==> src/hdl/cioc_cfg.svh <==
// register map, field positions and reset values of the i/o logic cell
`ifndef CIOC_CFG_SVH
`define CIOC_CFG_SVH

`define CIOC_ADDR_W 4
`define CIOC_CTRL_OFS 4'h0
`define CIOC_STAT_OFS 4'h4
`define CIOC_CTRL_RST 32'h00000000

`define CIOC_MODE_LO 0
`define CIOC_MODE_HI 2
`define CIOC_IN_REG 3
`define CIOC_IN_FALL 4
`define CIOC_IN_DUAL 5
`define CIOC_OUT_REG 6
`define CIOC_OUT_FALL 7
`define CIOC_OUT_INV 8
`define CIOC_OUT_DUAL 9
`define CIOC_PULL_DN 10
`define CIOC_ROUTE_LO 11
`define CIOC_ROUTE_HI 12
`define CIOC_CFG_DONE 31
`define CIOC_CTRL_MASK 32'h80001FFF

`define CIOC_RESP_OKAY 2'h0
`define CIOC_RESP_SLVERR 2'h2

`endif

==> src/hdl/cioc_pkg.sv <==
// types shared by the i/o logic cell
package cioc_pkg;
   typedef enum logic [2:0] {
      CIOC_UNUSED,
      CIOC_INPUT,
      CIOC_OUTPUT,
      CIOC_BIDIR,
      CIOC_CLKOUT
   } cioc_mode_t;

   typedef enum logic [1:0] {
      CIOC_ROUTE_NONE,
      CIOC_ROUTE_GLOBAL_CLOCK_ROUTE,
      CIOC_ROUTE_GLOBAL_CONTROL_ROUTE,
      CIOC_ROUTE_SYNTH
   } cioc_route_t;
endpackage : cioc_pkg

==> src/hdl/cioc_cap_reg.sv <==
// one-bit register that loads on a take pulse, cleared at reset
`timescale 1ns/1ps
module cioc_cap_reg (
   input wire logic clk_i,
   input wire logic rst_b_i,
   input wire logic take_i,
   input wire logic d_i,
   output logic q_o
);
   always_ff @(posedge clk_i) begin
      if (!rst_b_i) begin
         q_o <= 1'b0;
      end else if (take_i) begin
         q_o <= d_i;
      end
   end
endmodule : cioc_cap_reg

==> src/hdl/cioc_edge_det.sv <==
// two-flop synchroniser with level and edge pulses
`timescale 1ns/1ps
module cioc_edge_det (
   input wire logic clk_i,
   input wire logic rst_b_i,
   input wire logic async_i,
   output logic level_o,
   output logic rise_o,
   output logic fall_o
);
   logic s1;
   logic s2;
   logic s3;

   always_ff @(posedge clk_i) begin
      if (!rst_b_i) begin
         s1 <= 1'b0;
         s2 <= 1'b0;
         s3 <= 1'b0;
      end else begin
         s1 <= async_i;
         s2 <= s1;
         s3 <= s2;
      end
   end

   assign level_o = s2;
   assign rise_o = s2 & ~s3;
   assign fall_o = ~s2 & s3;
endmodule : cioc_edge_det

==> src/hdl/cioc_top.sv <==
// configurable i/o logic cell with axi4-lite configuration port
`timescale 1ns/1ps
`include "cioc_cfg.svh"

// What this block does
// - input mode enables only pad-to-core, passed straight or through the input register.
// - registered input is clocked by capture clock, rising or falling edge selectable.
// - bypass input route feeds another block directly and is never registered.
// - dual-edge input samples pad on both capture edges into two core streams.
// - output mode enables only core-to-pad; register uses launch clock, edge selectable.
// - an option inverts the output register value before it reaches the pad.
// - dual-edge output captures on both launch edges and muxes into one pad stream.
// - bidirectional mode enables input, output and output-enable paths together.
// - bidirectional input and output registering and edges are chosen independently.
// - clock output mode forwards the core clock tree signal to the pad.
// - output-enable register switches the pad driver when used as output.
// - with the driver disabled the pad is left undriven.
// - during configuration every pin is undriven with weak pull-up.
// - unused pins are undriven with pull-up, pull-down selectable instead.
// - bypass input can serve directly as synthesizer reference clock.
// - bypass input can drive the high-fanout global control route.
// - bypass data carries the pad only when input is unregistered; routes selectable.
module cioc_top
   import cioc_pkg::*;
(
   input wire logic MCLK_I,
   input wire logic RST_B_I,
   input wire logic [`CIOC_ADDR_W-1:0] S_AXI_AWADDR_I,
   input wire logic S_AXI_AWVALID_I,
   output logic S_AXI_AWREADY_O,
   input wire logic [31:0] S_AXI_WDATA_I,
   input wire logic [3:0] S_AXI_WSTRB_I,
   input wire logic S_AXI_WVALID_I,
   output logic S_AXI_WREADY_O,
   output logic [1:0] S_AXI_BRESP_O,
   output logic S_AXI_BVALID_O,
   input wire logic S_AXI_BREADY_I,
   input wire logic [`CIOC_ADDR_W-1:0] S_AXI_ARADDR_I,
   input wire logic S_AXI_ARVALID_I,
   output logic S_AXI_ARREADY_O,
   output logic [31:0] S_AXI_RDATA_O,
   output logic [1:0] S_AXI_RRESP_O,
   output logic S_AXI_RVALID_O,
   input wire logic S_AXI_RREADY_I,
   input wire logic CAPTURE_CLOCK_I,
   input wire logic LAUNCH_CLOCK_I,
   input wire logic CORE_CLOCK_TREE_I,
   input wire logic CORE_OUT_I,
   input wire logic CORE_OE_I,
   output logic CORE_IN_O,
   output logic CORE_IN_FALL_O,
   output logic BYPASS_PATH_DATA_O,
   output logic GLOBAL_CLOCK_ROUTE_O,
   output logic GLOBAL_CONTROL_ROUTE_O,
   output logic SYNTH_CLOCK_ROUTE_O,
   input wire logic PAD_I,
   output logic PAD_O,
   output logic PAD_OE_O,
   output logic PULL_UP_O,
   output logic PULL_DN_O
);
   // configuration and bus state
   logic [31:0] ctrl;
   logic aw_held;
   logic w_held;
   logic [`CIOC_ADDR_W-1:0] aw_addr;
   logic [31:0] w_data;
   logic [3:0] w_strb;
   logic bvalid;
   logic [1:0] bresp;
   logic arready;
   logic awready;
   logic wready;
   logic rvalid;
   logic [31:0] rdata;
   logic [1:0] rresp;

   // synchronised pins and clocks
   logic pad_s;
   logic cap_s;
   logic cap_rise;
   logic cap_fall;
   logic launch_s;
   logic launch_rise;
   logic launch_fall;
   logic fclk_s;

   // cell registers
   logic in_rise_q;
   logic in_fall_q;
   logic out_rise_q;
   logic out_fall_q;
   logic oe_rise_q;
   logic oe_fall_q;

   // pad-side and core-side output flops
   logic core_in;
   logic core_in_fall;
   logic bypass;
   logic route_global_clock_route;
   logic route_global_control_route;
   logic route_synth;
   logic pad_o;
   logic pad_oe;
   logic pull_up;
   logic pull_dn;

   cioc_edge_det u_pad_sync (
      .clk_i(MCLK_I), .rst_b_i(RST_B_I), .async_i(PAD_I),
      .level_o(pad_s), .rise_o(), .fall_o());
   cioc_edge_det u_cap_sync (
      .clk_i(MCLK_I), .rst_b_i(RST_B_I), .async_i(CAPTURE_CLOCK_I),
      .level_o(cap_s), .rise_o(cap_rise), .fall_o(cap_fall));
   cioc_edge_det u_launch_sync (
      .clk_i(MCLK_I), .rst_b_i(RST_B_I), .async_i(LAUNCH_CLOCK_I),
      .level_o(launch_s), .rise_o(launch_rise), .fall_o(launch_fall));
   cioc_edge_det u_fclk_sync (
      .clk_i(MCLK_I), .rst_b_i(RST_B_I), .async_i(CORE_CLOCK_TREE_I),
      .level_o(fclk_s), .rise_o(), .fall_o());

   // configuration fields
   wire cioc_mode_t mode = cioc_mode_t'(ctrl[`CIOC_MODE_HI:`CIOC_MODE_LO]);
   wire cioc_route_t route = cioc_route_t'(ctrl[`CIOC_ROUTE_HI:`CIOC_ROUTE_LO]);
   wire cfg_done = ctrl[`CIOC_CFG_DONE];
   wire in_reg_en = ctrl[`CIOC_IN_REG];
   wire in_edge_fall = ctrl[`CIOC_IN_FALL];
   wire in_dual = ctrl[`CIOC_IN_DUAL];
   wire out_reg_en = ctrl[`CIOC_OUT_REG];
   wire out_edge_fall = ctrl[`CIOC_OUT_FALL];
   wire out_invert = ctrl[`CIOC_OUT_INV];
   wire out_dual = ctrl[`CIOC_OUT_DUAL];
   wire pull_dn_sel = ctrl[`CIOC_PULL_DN];

   // path enables; undefined mode codes behave as an unused pin
   wire in_path_on = cfg_done & (mode == CIOC_INPUT | mode == CIOC_BIDIR);
   wire out_path_on = cfg_done & (mode == CIOC_OUTPUT | mode == CIOC_BIDIR);
   wire clk_on = cfg_done & (mode == CIOC_CLKOUT);
   wire pin_unused = cfg_done & ~in_path_on & ~out_path_on & ~clk_on;

   // both edges are always sampled; the edge option picks which one is used
   cioc_cap_reg u_in_rise (
      .clk_i(MCLK_I), .rst_b_i(RST_B_I), .take_i(cap_rise), .d_i(pad_s), .q_o(in_rise_q));
   cioc_cap_reg u_in_fall (
      .clk_i(MCLK_I), .rst_b_i(RST_B_I), .take_i(cap_fall), .d_i(pad_s), .q_o(in_fall_q));
   cioc_cap_reg u_out_rise (
      .clk_i(MCLK_I), .rst_b_i(RST_B_I), .take_i(launch_rise), .d_i(CORE_OUT_I),
      .q_o(out_rise_q));
   cioc_cap_reg u_out_fall (
      .clk_i(MCLK_I), .rst_b_i(RST_B_I), .take_i(launch_fall), .d_i(CORE_OUT_I),
      .q_o(out_fall_q));
   cioc_cap_reg u_oe_rise (
      .clk_i(MCLK_I), .rst_b_i(RST_B_I), .take_i(launch_rise), .d_i(CORE_OE_I),
      .q_o(oe_rise_q));
   cioc_cap_reg u_oe_fall (
      .clk_i(MCLK_I), .rst_b_i(RST_B_I), .take_i(launch_fall), .d_i(CORE_OE_I),
      .q_o(oe_fall_q));

   // input side
   wire in_sel = in_edge_fall ? in_fall_q : in_rise_q;
   wire in_reg_val = in_dual ? in_rise_q : in_sel;
   wire next_core_in = in_path_on & (in_reg_en ? in_reg_val : pad_s);
   wire next_core_in_fall = in_path_on & in_reg_en & in_dual & in_fall_q;
   // bypass never passes the capture register, only the pin synchroniser
   wire next_bypass = in_path_on & ~in_reg_en & pad_s;
   wire next_route_global_clock_route = next_bypass & (route == CIOC_ROUTE_GLOBAL_CLOCK_ROUTE);
   wire next_route_global_control_route = next_bypass & (route == CIOC_ROUTE_GLOBAL_CONTROL_ROUTE);
   wire next_route_synth = next_bypass & (route == CIOC_ROUTE_SYNTH);

   // output side
   wire out_sel = out_edge_fall ? out_fall_q : out_rise_q;
   wire out_dual_val = launch_s ? out_rise_q : out_fall_q;
   wire out_reg_val = (out_dual ? out_dual_val : out_sel) ^ out_invert;
   wire out_val = out_reg_en ? out_reg_val : CORE_OUT_I;
   wire oe_sel = out_edge_fall ? oe_fall_q : oe_rise_q;
   wire oe_val = out_reg_en ? oe_sel : CORE_OE_I;
   wire next_pad_oe = clk_on | (out_path_on & oe_val);
   wire next_pad_o = next_pad_oe & (clk_on ? fclk_s : out_val);
   wire next_pull_up = ~cfg_done | (pin_unused & ~pull_dn_sel);
   wire next_pull_dn = pin_unused & pull_dn_sel;

   always_ff @(posedge MCLK_I) begin
      if (!RST_B_I) begin
         core_in <= 1'b0;
         core_in_fall <= 1'b0;
         bypass <= 1'b0;
         route_global_clock_route <= 1'b0;
         route_global_control_route <= 1'b0;
         route_synth <= 1'b0;
         pad_o <= 1'b0;
         pad_oe <= 1'b0;
         pull_up <= 1'b1;
         pull_dn <= 1'b0;
      end else begin
         core_in <= next_core_in;
         core_in_fall <= next_core_in_fall;
         bypass <= next_bypass;
         route_global_clock_route <= next_route_global_clock_route;
         route_global_control_route <= next_route_global_control_route;
         route_synth <= next_route_synth;
         pad_o <= next_pad_o;
         pad_oe <= next_pad_oe;
         pull_up <= next_pull_up;
         pull_dn <= next_pull_dn;
      end
   end

   // axi4-lite slave: address and data taken in either order, held until both
   wire aw_take = S_AXI_AWVALID_I & awready;
   wire w_take = S_AXI_WVALID_I & wready;
   wire have_aw = aw_held | aw_take;
   wire have_w = w_held | w_take;
   wire [`CIOC_ADDR_W-1:0] wr_addr = aw_held ? aw_addr : S_AXI_AWADDR_I;
   wire [31:0] wr_data = w_held ? w_data : S_AXI_WDATA_I;
   wire [3:0] wr_strb = w_held ? w_strb : S_AXI_WSTRB_I;
   wire wr_fire = have_aw & have_w & ~bvalid;
   wire wr_ctrl = wr_fire & (wr_addr == `CIOC_CTRL_OFS);
   wire wr_ok = wr_addr == `CIOC_CTRL_OFS | wr_addr == `CIOC_STAT_OFS;
   wire [31:0] strb_mask = {{8{wr_strb[3]}}, {8{wr_strb[2]}}, {8{wr_strb[1]}}, {8{wr_strb[0]}}};
   wire [31:0] next_ctrl = ((ctrl & ~strb_mask) | (wr_data & strb_mask)) & `CIOC_CTRL_MASK;
   wire b_done = bvalid & S_AXI_BREADY_I;
   wire next_awready = ~bvalid & ~have_aw | b_done;
   wire next_wready = ~bvalid & ~have_w | b_done;

   wire ar_take = S_AXI_ARVALID_I & arready;
   wire r_done = rvalid & S_AXI_RREADY_I;
   wire [31:0] stat_word = {22'h000000, pull_dn, pull_up, pad_oe, pad_o, oe_sel, out_sel,
                            in_fall_q, in_rise_q, launch_s, cap_s};
   wire rd_ctrl = S_AXI_ARADDR_I == `CIOC_CTRL_OFS;
   wire rd_stat = S_AXI_ARADDR_I == `CIOC_STAT_OFS;
   wire [31:0] next_rdata = rd_ctrl ? ctrl : (rd_stat ? stat_word : 32'h00000000);
   wire [1:0] next_rresp = (rd_ctrl | rd_stat) ? `CIOC_RESP_OKAY : `CIOC_RESP_SLVERR;

   always_ff @(posedge MCLK_I) begin
      if (!RST_B_I) begin
         ctrl <= `CIOC_CTRL_RST;
         aw_held <= 1'b0;
         w_held <= 1'b0;
         aw_addr <= 4'h0;
         w_data <= 32'h00000000;
         w_strb <= 4'h0;
         awready <= 1'b1;
         wready <= 1'b1;
         bvalid <= 1'b0;
         bresp <= 2'h0;
      end else begin
         awready <= next_awready;
         wready <= next_wready;
         if (aw_take) begin
            aw_addr <= S_AXI_AWADDR_I;
         end
         if (w_take) begin
            w_data <= S_AXI_WDATA_I;
            w_strb <= S_AXI_WSTRB_I;
         end
         aw_held <= have_aw & ~wr_fire;
         w_held <= have_w & ~wr_fire;
         if (wr_ctrl) begin
            ctrl <= next_ctrl;
         end
         if (wr_fire) begin
            bvalid <= 1'b1;
            bresp <= wr_ok ? `CIOC_RESP_OKAY : `CIOC_RESP_SLVERR;
         end else if (b_done) begin
            bvalid <= 1'b0;
         end
      end
   end

   always_ff @(posedge MCLK_I) begin
      if (!RST_B_I) begin
         arready <= 1'b1;
         rvalid <= 1'b0;
         rdata <= 32'h00000000;
         rresp <= 2'h0;
      end else if (ar_take) begin
         arready <= 1'b0;
         rvalid <= 1'b1;
         rdata <= next_rdata;
         rresp <= next_rresp;
      end else if (r_done) begin
         arready <= 1'b1;
         rvalid <= 1'b0;
      end
   end

   assign S_AXI_AWREADY_O = awready;
   assign S_AXI_WREADY_O = wready;
   assign S_AXI_BVALID_O = bvalid;
   assign S_AXI_BRESP_O = bresp;
   assign S_AXI_ARREADY_O = arready;
   assign S_AXI_RVALID_O = rvalid;
   assign S_AXI_RDATA_O = rdata;
   assign S_AXI_RRESP_O = rresp;
   assign CORE_IN_O = core_in;
   assign CORE_IN_FALL_O = core_in_fall;
   assign BYPASS_PATH_DATA_O = bypass;
   assign GLOBAL_CLOCK_ROUTE_O = route_global_clock_route;
   assign GLOBAL_CONTROL_ROUTE_O = route_global_control_route;
   assign SYNTH_CLOCK_ROUTE_O = route_synth;
   assign PAD_O = pad_o;
   assign PAD_OE_O = pad_oe;
   assign PULL_UP_O = pull_up;
   assign PULL_DN_O = pull_dn;
endmodule : cioc_top

==> config.mk <==
export PLATFORM = sky130hd
export DESIGN_NAME = cioc_top
export DESIGN_NICKNAME = d
export VERILOG_FILES = /design/src/hdl/cioc_pkg.sv /design/src/hdl/cioc_cap_reg.sv /design/src/hdl/cioc_edge_det.sv /design/src/hdl/cioc_top.sv
export VERILOG_INCLUDE_DIRS = /design/src /design/src/hdl
export SDC_FILE = /design/constraint.sdc
export NUM_CORES = 1
export LEC_CHECK = 0
export ABC_AREA = 1
export BUFFER_PORTS_ARGS = -buffer_cell sky130_fd_sc_hd__buf_4
export CORE_AREA = 2 2 102 104
export DETAILED_ROUTE_END_ITERATION = 10
export DIE_AREA = 0 0 104 106
export SYNTH_ARGS = -nofsm -noshare
export SYNTH_HDL_FRONTEND = slang
export SYNTH_HIERARCHICAL = 1
export SYNTH_SLANG_ARGS = --single-unit
==> constraint.sdc <==
create_clock -name MCLK_I -period 1.7 [get_ports MCLK_I]
set_input_delay 0.17 -clock MCLK_I [delete_from_list [all_inputs] [get_ports MCLK_I]]
set_output_delay 0.17 -clock MCLK_I [all_outputs]
set_load 0.01 [all_outputs]
==> results.env, run 1 <==
FINAL_MIN_PERIOD_OVER_CLOCK_PERIOD_PCT=81.2
ANTENNA_DIODE_INSTANCE_COUNT=0
TIMING.MAX_SLEW.REL_SLACK_PCT=63.1
CRIT_PATH_START_KIND='flip-flop'
TIMING_WORST_SLEW_PIN_VALUE_PS=552
TIMING.HOLD.WORST.START='S_AXI_RREADY_I'
POWER.SHARE.COMBINATIONAL_PCT=16.7
FINALHOLDWORSTSLACK_PS=79.6
STARTPOINT='w_held$_SDFF_PN0_'
GRT_MAX_DEGREE=39
MAXCAPVIOLCOUNT=0
POST_CTS.RESIZED_INSTANCES=0
DETAIL_ROUTE.DRC_VIOLATIONS=0
WORSTREG2REGSTART='w_held$_SDFF_PN0_'
WORST_SETUP_PATH_END_KIND='flip-flop'
NUMBER_OF_GLOBAL_ROUTE_VIAS_BEFORE_REPAIR=3059
WORST_HOLD_PATH_TYPE='input port to flip-flop'
FINAL_CRITICAL_PERIOD_PS=1380
SUM_OF_MET3_WIRE_SEGMENT_LENGTHS_AFTER_DETAILED_ROUTING_UM=303
CTS.HTREE.LEVELS=3
SW_FRAC_OF_TOTAL_PCT=27.3
WL_MET1_MM=4.08
LEAKAGEPOWER_nW=2.18
DR.FIRST_ITER.DRC_COUNT=138
WORST_EP_ARRIVAL_TIME_PS=1630
FINAL.SETUP_SKEW_PS=9.51
VIASPERCELL=4.45
INSERTION_DELAY_OF_THE_LATER_CLOCKED_PIN_IN_THE_WORST_SKEW_PAIR_PS=340
MAPPEDNETLISTAREA_UM2=3820
CHIPHEIGHT_UM=106
NUMCTSBUFFERS=9
GROUTE.USAGE.OVERALL_PCT=15.3
PINS_OVER_SLEW_LIMIT=0
CRITICAL_PATH_PEAK_FANOUT=15
PLACEABLECOREAREA_UM2=10000
CLOCK_SINKS=84
RUN_STATUS='completed'
YS.WARNINGS.COUNT=6
FINAL_CELL_MIX='sky130_fd_sc_hd__nand2_1, sky130_fd_sc_hd__nor2_1, sky130_fd_sc_hd__dfxtp_1, sky130_fd_sc_hd__buf_4, sky130_fd_sc_hd__inv_1'
SYNTHESIS.INSTANCES=534
POWER.SHARE.SEQUENTIAL_PCT=48.5
DRT-TOTAL-WL_MM=8.37
CLK_TRANSITION_REPORTED_PATHS_PS=80
GRT_FIRST_PASS_WIRELENGTH_MM=13.8
ANT_NETS=0
WORST_EP_REQUIRED_TIME_PS=1940
SYNTHTOLAYOUTAREAGROWTH_PCT=21.5
POST-DP-HPWL_MM=6.24
SYN_AVG_CELL_AREA_UM2=7.16
FINALSETUPVIOLCOUNT=0
PEAKVDDDROP_mV=0.419
FLOORPLAN.DIE_AREA_UM2=11000
SWITCHINGPOWER_mW=1.22
PWR_DENSITY_CELL_nW_PER_UM2=960
FMAX_MHz=725
POWER.SHARE.CLOCK_PCT=34.8
PLACE.GP.CONGESTION=0.816
NUM_VIAS=3329
DR_WL_MET2_MM=3.93
TOP_LAYER_USED='met4'
SETUP-TNS-FINAL_PS=0
ROOT_BUFFER='sky130_fd_sc_hd__clkbuf_8'
CTS-ROOT-TO-SINK-BUFFERS=2
CELLINTERNALPOWER_mW=3.24
FRACTION_OF_FINAL_LAYOUT_CELLS_SIZED_BEYOND_DRIVE_STRENGTH_1_PCT=18.6
DRT_PASS1_ITERATIONS=4
FIN_HOLD_VIOLS=0
PLACEMENT.IO_BUFFERS=68
IO-PIN-COUNT=108
GRT-OVFL-TOTAL=0
NUM_ROWS=37
START_UTIL_PCT=38.3
CRITICAL_PATH_CLASS='flip-flop to flip-flop'
RSZ0062_AT_GRT='false'
NUMBER_OF_ANTENNA_VIOLATIONS_AT_THE_FIRST_CHECK_IN_GLOBAL_ROUTING=0
ROUTEDWLPERCELL_UM=11.2
CTS_TREE='built'
MOSTFREQUENTLAYOUTCELL='sky130_fd_sc_hd__nand2_1'
FINALNETCOUNT=664
DIE_W_UM=104
routing by layer:
layer / global-route usage (%) / vias up
li1: - / 1773
met3: 2.70 / 2
met2: 26.0 / 62
met1: 19.4 / 1492
met5: 0 / -
met4: 5.89 / 0
stage by stage:
step	instances	total power, mW	utilization (%)	worst slack [ps]	instance area, um^2
2_1_floorplan	553	2.74	-	471	3900
3_3_place_gp	728	2.94	43.9	364	4390
3_5_place_dp	728	2.95	43.9	324	4390
4_1_cts	748	4.51	46.5	315	4650
5_1_grt	748	4.69	46.5	196	4650
6_report	748	4.46	46.5	320	4650
power groups by stage:
stage / clock, mW / combinational [mW] / sequential (mW)
floorplan: 0 / 0.523 / 2.22
global placement: 0 / 0.732 / 2.21
detailed placement: 0 / 0.745 / 2.21
CTS: 1.60 / 0.754 / 2.16
global route: 1.67 / 0.840 / 2.18
finish: 1.55 / 0.746 / 2.16
final cells by class:
class,count,area [um^2]
Sequential cell,84,1680
Multi-Input combinational cell,356,1690
Fill cell,1060,5350
Inverter,77,289
Clock buffer,12,145
Clock inverter,4,72.6
Tap cell,136,170
Timing Repair Buffer,79,603
worst max-delay path: stages (launching register included):
cell	delay, ps
sky130_fd_sc_hd__dfxtp_1	350
sky130_fd_sc_hd__inv_2	120
sky130_fd_sc_hd__nand2_4	110
sky130_fd_sc_hd__nand3_2	110
sky130_fd_sc_hd__nor2_4	260
sky130_fd_sc_hd__nand4_1	180
sky130_fd_sc_hd__nand2_1	100
sky130_fd_sc_hd__nor2_1	40
path summary, 6_finish.rpt:
check	endpoint	slack [ps]	depth (start not counted)
worst max-delay path	flip-flop	320	7
worst min-delay path	S_AXI_RVALID_O$_SDFFE_PN0P_	80	4
worst max register to register	flip-flop	320	7
worst min register to register	u_fclk_sync/level_o$_SDFF_PN0_	420	2
timing repair:
item,in CTS,in global routing
buffers inserted,0,0
endpoints found under the hold margin,4,0
hold buffers,4,0
setup endpoints to repair,0,0
Note: power is estimated with default switching activity, not from simulation.
==> inputs of run 2 (changes only) <==
--- a/config.mk
+++ b/config.mk
@@ -11,6 +11,7 @@
 export CORE_AREA = 2 2 102 104
 export DETAILED_ROUTE_END_ITERATION = 10
 export DIE_AREA = 0 0 104 106
+export PLACE_DENSITY = 0.66
 export SYNTH_ARGS = -nofsm -noshare
 export SYNTH_HDL_FRONTEND = slang
 export SYNTH_HIERARCHICAL = 1
==> constraint.sdc (replaced) <==
create_clock -name MCLK_I -period 1.22 [get_ports MCLK_I]
set_input_delay 0.122 -clock MCLK_I [delete_from_list [all_inputs] [get_ports MCLK_I]]
set_output_delay 0.122 -clock MCLK_I [all_outputs]
set_load 0.01 [all_outputs]
==> results.env, run 2 (synthesis gave the netlist of run 1 again) <==
FIN_HOLD_VIOLS=0  # unchanged
WORST_EP_REQUIRED_TIME_PS=1470  # -470 ps
PLACE.GP.CONGESTION=0.883  # +8.1%
PLACEMENT.IO_BUFFERS=68  # unchanged
CHIPHEIGHT_UM=106  # unchanged
CRITICAL_PATH_PEAK_FANOUT=13  # -2
NUM_ROWS=37  # unchanged
POWER.SHARE.COMBINATIONAL_PCT=20.5  # +3.8 points
DRT-TOTAL-WL_MM=8.85  # +5.8%
CTS_TREE='built'
FRACTION_OF_FINAL_LAYOUT_CELLS_SIZED_BEYOND_DRIVE_STRENGTH_1_PCT=24.6  # +6.0 points
DETAIL_ROUTE.DRC_VIOLATIONS=0  # unchanged
NUM_VIAS=3512  # +5.5%
POST-DP-HPWL_MM=6.55  # +4.9%
PWR_DENSITY_CELL_nW_PER_UM2=1320  # +37%
CLOCK_SINKS=84  # unchanged
GROUTE.USAGE.OVERALL_PCT=16.0  # +0.68 points
POST-ROUTE-WORST-SETUP-SLACK_PS=-1.65  # -321 ps
VIASPERCELL=4.54  # +2.1%
PEAKVDDDROP_mV=0.577  # +38%
PLACEABLECOREAREA_UM2=10000  # unchanged
FINAL_CELL_AREA_UM2=5020  # +7.9%
MAXCAPVIOLCOUNT=0  # unchanged
FINAL.SETUP_SKEW_PS=9.95  # +0.438 ps
CTS.HTREE.LEVELS=3  # unchanged
CRITICAL_PATH_CLASS='flip-flop to flip-flop'
DP_CELLS=747  # +2.6%
FINAL_CRITICAL_PERIOD_PS=1220  # -159 ps
FINAL_MIN_PERIOD_OVER_CLOCK_PERIOD_PCT=100  # +19 points
FINAL_CELL_MIX='sky130_fd_sc_hd__nand2_1, sky130_fd_sc_hd__buf_4, sky130_fd_sc_hd__nor2_1, sky130_fd_sc_hd__dfxtp_1, sky130_fd_sc_hd__inv_1'
GRT_FIRST_PASS_WIRELENGTH_MM=14.5  # +5.1%
MOSTFREQUENTLAYOUTCELL='sky130_fd_sc_hd__nand2_1'
SYNTHTOLAYOUTAREAGROWTH_PCT=31.1
ROUTEDWLPERCELL_UM=11.5  # +2.4%
IO-PIN-COUNT=108  # unchanged
GRT-OVFL-TOTAL=0  # unchanged
LEAKAGEPOWER_nW=2.37  # +8.5%
NUMBER_OF_GLOBAL_ROUTE_VIAS_BEFORE_REPAIR=3207  # +4.8%
FINALHOLDWORSTSLACK_PS=27.0  # -52.6 ps
SW_FRAC_OF_TOTAL_PCT=27.5  # +0.15 points
WORST_EP_ARRIVAL_TIME_PS=1470  # -160 ps
WORST_HOLD_PATH_TYPE='input port to flip-flop'
POWER.SHARE.SEQUENTIAL_PCT=45.8  # -2.7 points
FLOORPLAN.DIE_AREA_UM2=11000  # unchanged
POSTLAYOUTCOREUTIL_PCT=50.2  # +3.7 points
PINS_OVER_SLEW_LIMIT=0  # unchanged
RSZ0062_AT_GRT='true'
DRT_PASS1_ITERATIONS=5  # +1
FIN_CELLS=773  # +3.3%
RUN_STATUS='complete, but fails checks'
GRT_MAX_DEGREE=36  # -7.7%
SWITCHINGPOWER_mW=1.82  # +49%
DR.FIRST_ITER.DRC_COUNT=126  # -8.7%
ANT_NETS=0  # unchanged
VIOLATED_CHECKS='setup timing'
ROOT_BUFFER='sky130_fd_sc_hd__clkbuf_8'
DIE_W_UM=104  # unchanged
NUMCTSBUFFERS=9  # unchanged
DETAILEDPLACE.WORSTSLACK_PS=-94.6  # -419 ps
POWER.SHARE.CLOCK_PCT=33.7  # -1.1 points
NUMBER_OF_ANTENNA_VIOLATIONS_AT_THE_FIRST_CHECK_IN_GLOBAL_ROUTING=0  # unchanged
FINALSETUPVIOLCOUNT=1  # +1
WORST_SETUP_PATH_END_KIND='flip-flop'
FINALNETCOUNT=690  # +3.9%
CELLINTERNALPOWER_mW=4.79  # +48%
PLACED_AREA_UM2=4590  # +4.5%
INSERTION_DELAY_OF_THE_LATER_CLOCKED_PIN_IN_THE_WORST_SKEW_PAIR_PS=350  # about the same
FMAX_MHz=819  # +13%
CRIT_PATH_START_KIND='flip-flop'
ANTENNA_DIODE_INSTANCE_COUNT=0  # unchanged
CLK_TRANSITION_REPORTED_PATHS_PS=90  # about the same
START_UTIL_PCT=38.3  # unchanged
CTS-ROOT-TO-SINK-BUFFERS=2  # unchanged
==> run 2: cell count changes in the layout (fill, tap and decap cells not counted), moves of 3 or more <==
| cell | change |
|---|---|
| sky130_fd_sc_hd__a21boi_2 | +5 |
| sky130_fd_sc_hd__buf_4 | +17 |
| sky130_fd_sc_hd__dfxtp_2 | +3 |
| sky130_fd_sc_hd__dfxtp_1 | -4 |
| sky130_fd_sc_hd__a21boi_1 | +7 |
| sky130_fd_sc_hd__buf_12 | +6 |
| sky130_fd_sc_hd__a21boi_0 | -12 |
| sky130_fd_sc_hd__nand2_4 | +4 |
| sky130_fd_sc_hd__nand2_1 | -3 |
==> run 2: what timing repair did <==
item                       CTS  global route
resized for setup           14            22
setup buffers                3             2
gates cloned                 0             2
hold buffers                 4             0
hold endpoints to repair     4             0
pin swaps                    3             6
setup endpoints to repair   22            29
==> run 2: final timing paths <==
check / endpoint / depth (start not counted) / start / slack [ps]
min reg2reg: u_cap_sync/level_o$_SDFF_PN0_ / 2 / u_cap_sync/s1$_SDFF_PN0_ / 410
max reg2reg: flip-flop / 7 / w_held$_SDFF_PN0_ / -2
min: S_AXI_ARREADY_O$_SDFFE_PN1P_ / 2 / RST_B_I / 30
max: flip-flop / 7 / w_held$_SDFF_PN0_ / -2
==> run 2: final cells by class <==
cell class,instances,area [um^2]
Clock buffer,11,151
Clock inverter,4,72.6
Fill cell,979,4980
Inverter,77,295
Multi-Input combinational cell,357,1750
Sequential cell,84,1690
Tap cell,136,170
Timing Repair Buffer,104,887
==> run 2: metrics by stage <==
stage	power (mW)	TNS [ps]
floorplan	3.82	0
global placement	4.25	-466
detailed placement	4.27	-797
CTS	6.55	0
global route	6.94	-789
finish	6.61	-1.65
==> run 2: routing by layer <==
metal  wire length (um)  track usage [%]  part of all wire [%]
met5                  0                0                     0
met1               4140             20.1                    47
met3                465             3.86                   5.3
met2               4140             27.0                    47
met4                111             5.21                   1.3
==> run 2: worst max-delay path, stage by stage, from the launching register on <==
cell and delay, ps:
sky130_fd_sc_hd__dfxtp_2 350, sky130_fd_sc_hd__buf_12 140, sky130_fd_sc_hd__buf_4 140, sky130_fd_sc_hd__nand2_1 50, sky130_fd_sc_hd__a21boi_0 200, sky130_fd_sc_hd__nand4_1 120
sky130_fd_sc_hd__nand2_1 80, sky130_fd_sc_hd__nor2_1 40
==> run 2: power groups by stage <==
| stage | sequential, mW | clock, mW | combinational, mW |
|---|---|---|---|
| finish | 3.03 | 2.23 | 1.36 |
| global route | 3.05 | 2.39 | 1.50 |
| CTS | 3.02 | 2.27 | 1.26 |
| detailed placement | 3.08 | 0 | 1.19 |
| global placement | 3.07 | 0 | 1.17 |
| floorplan | 3.09 | 0 | 0.731 |
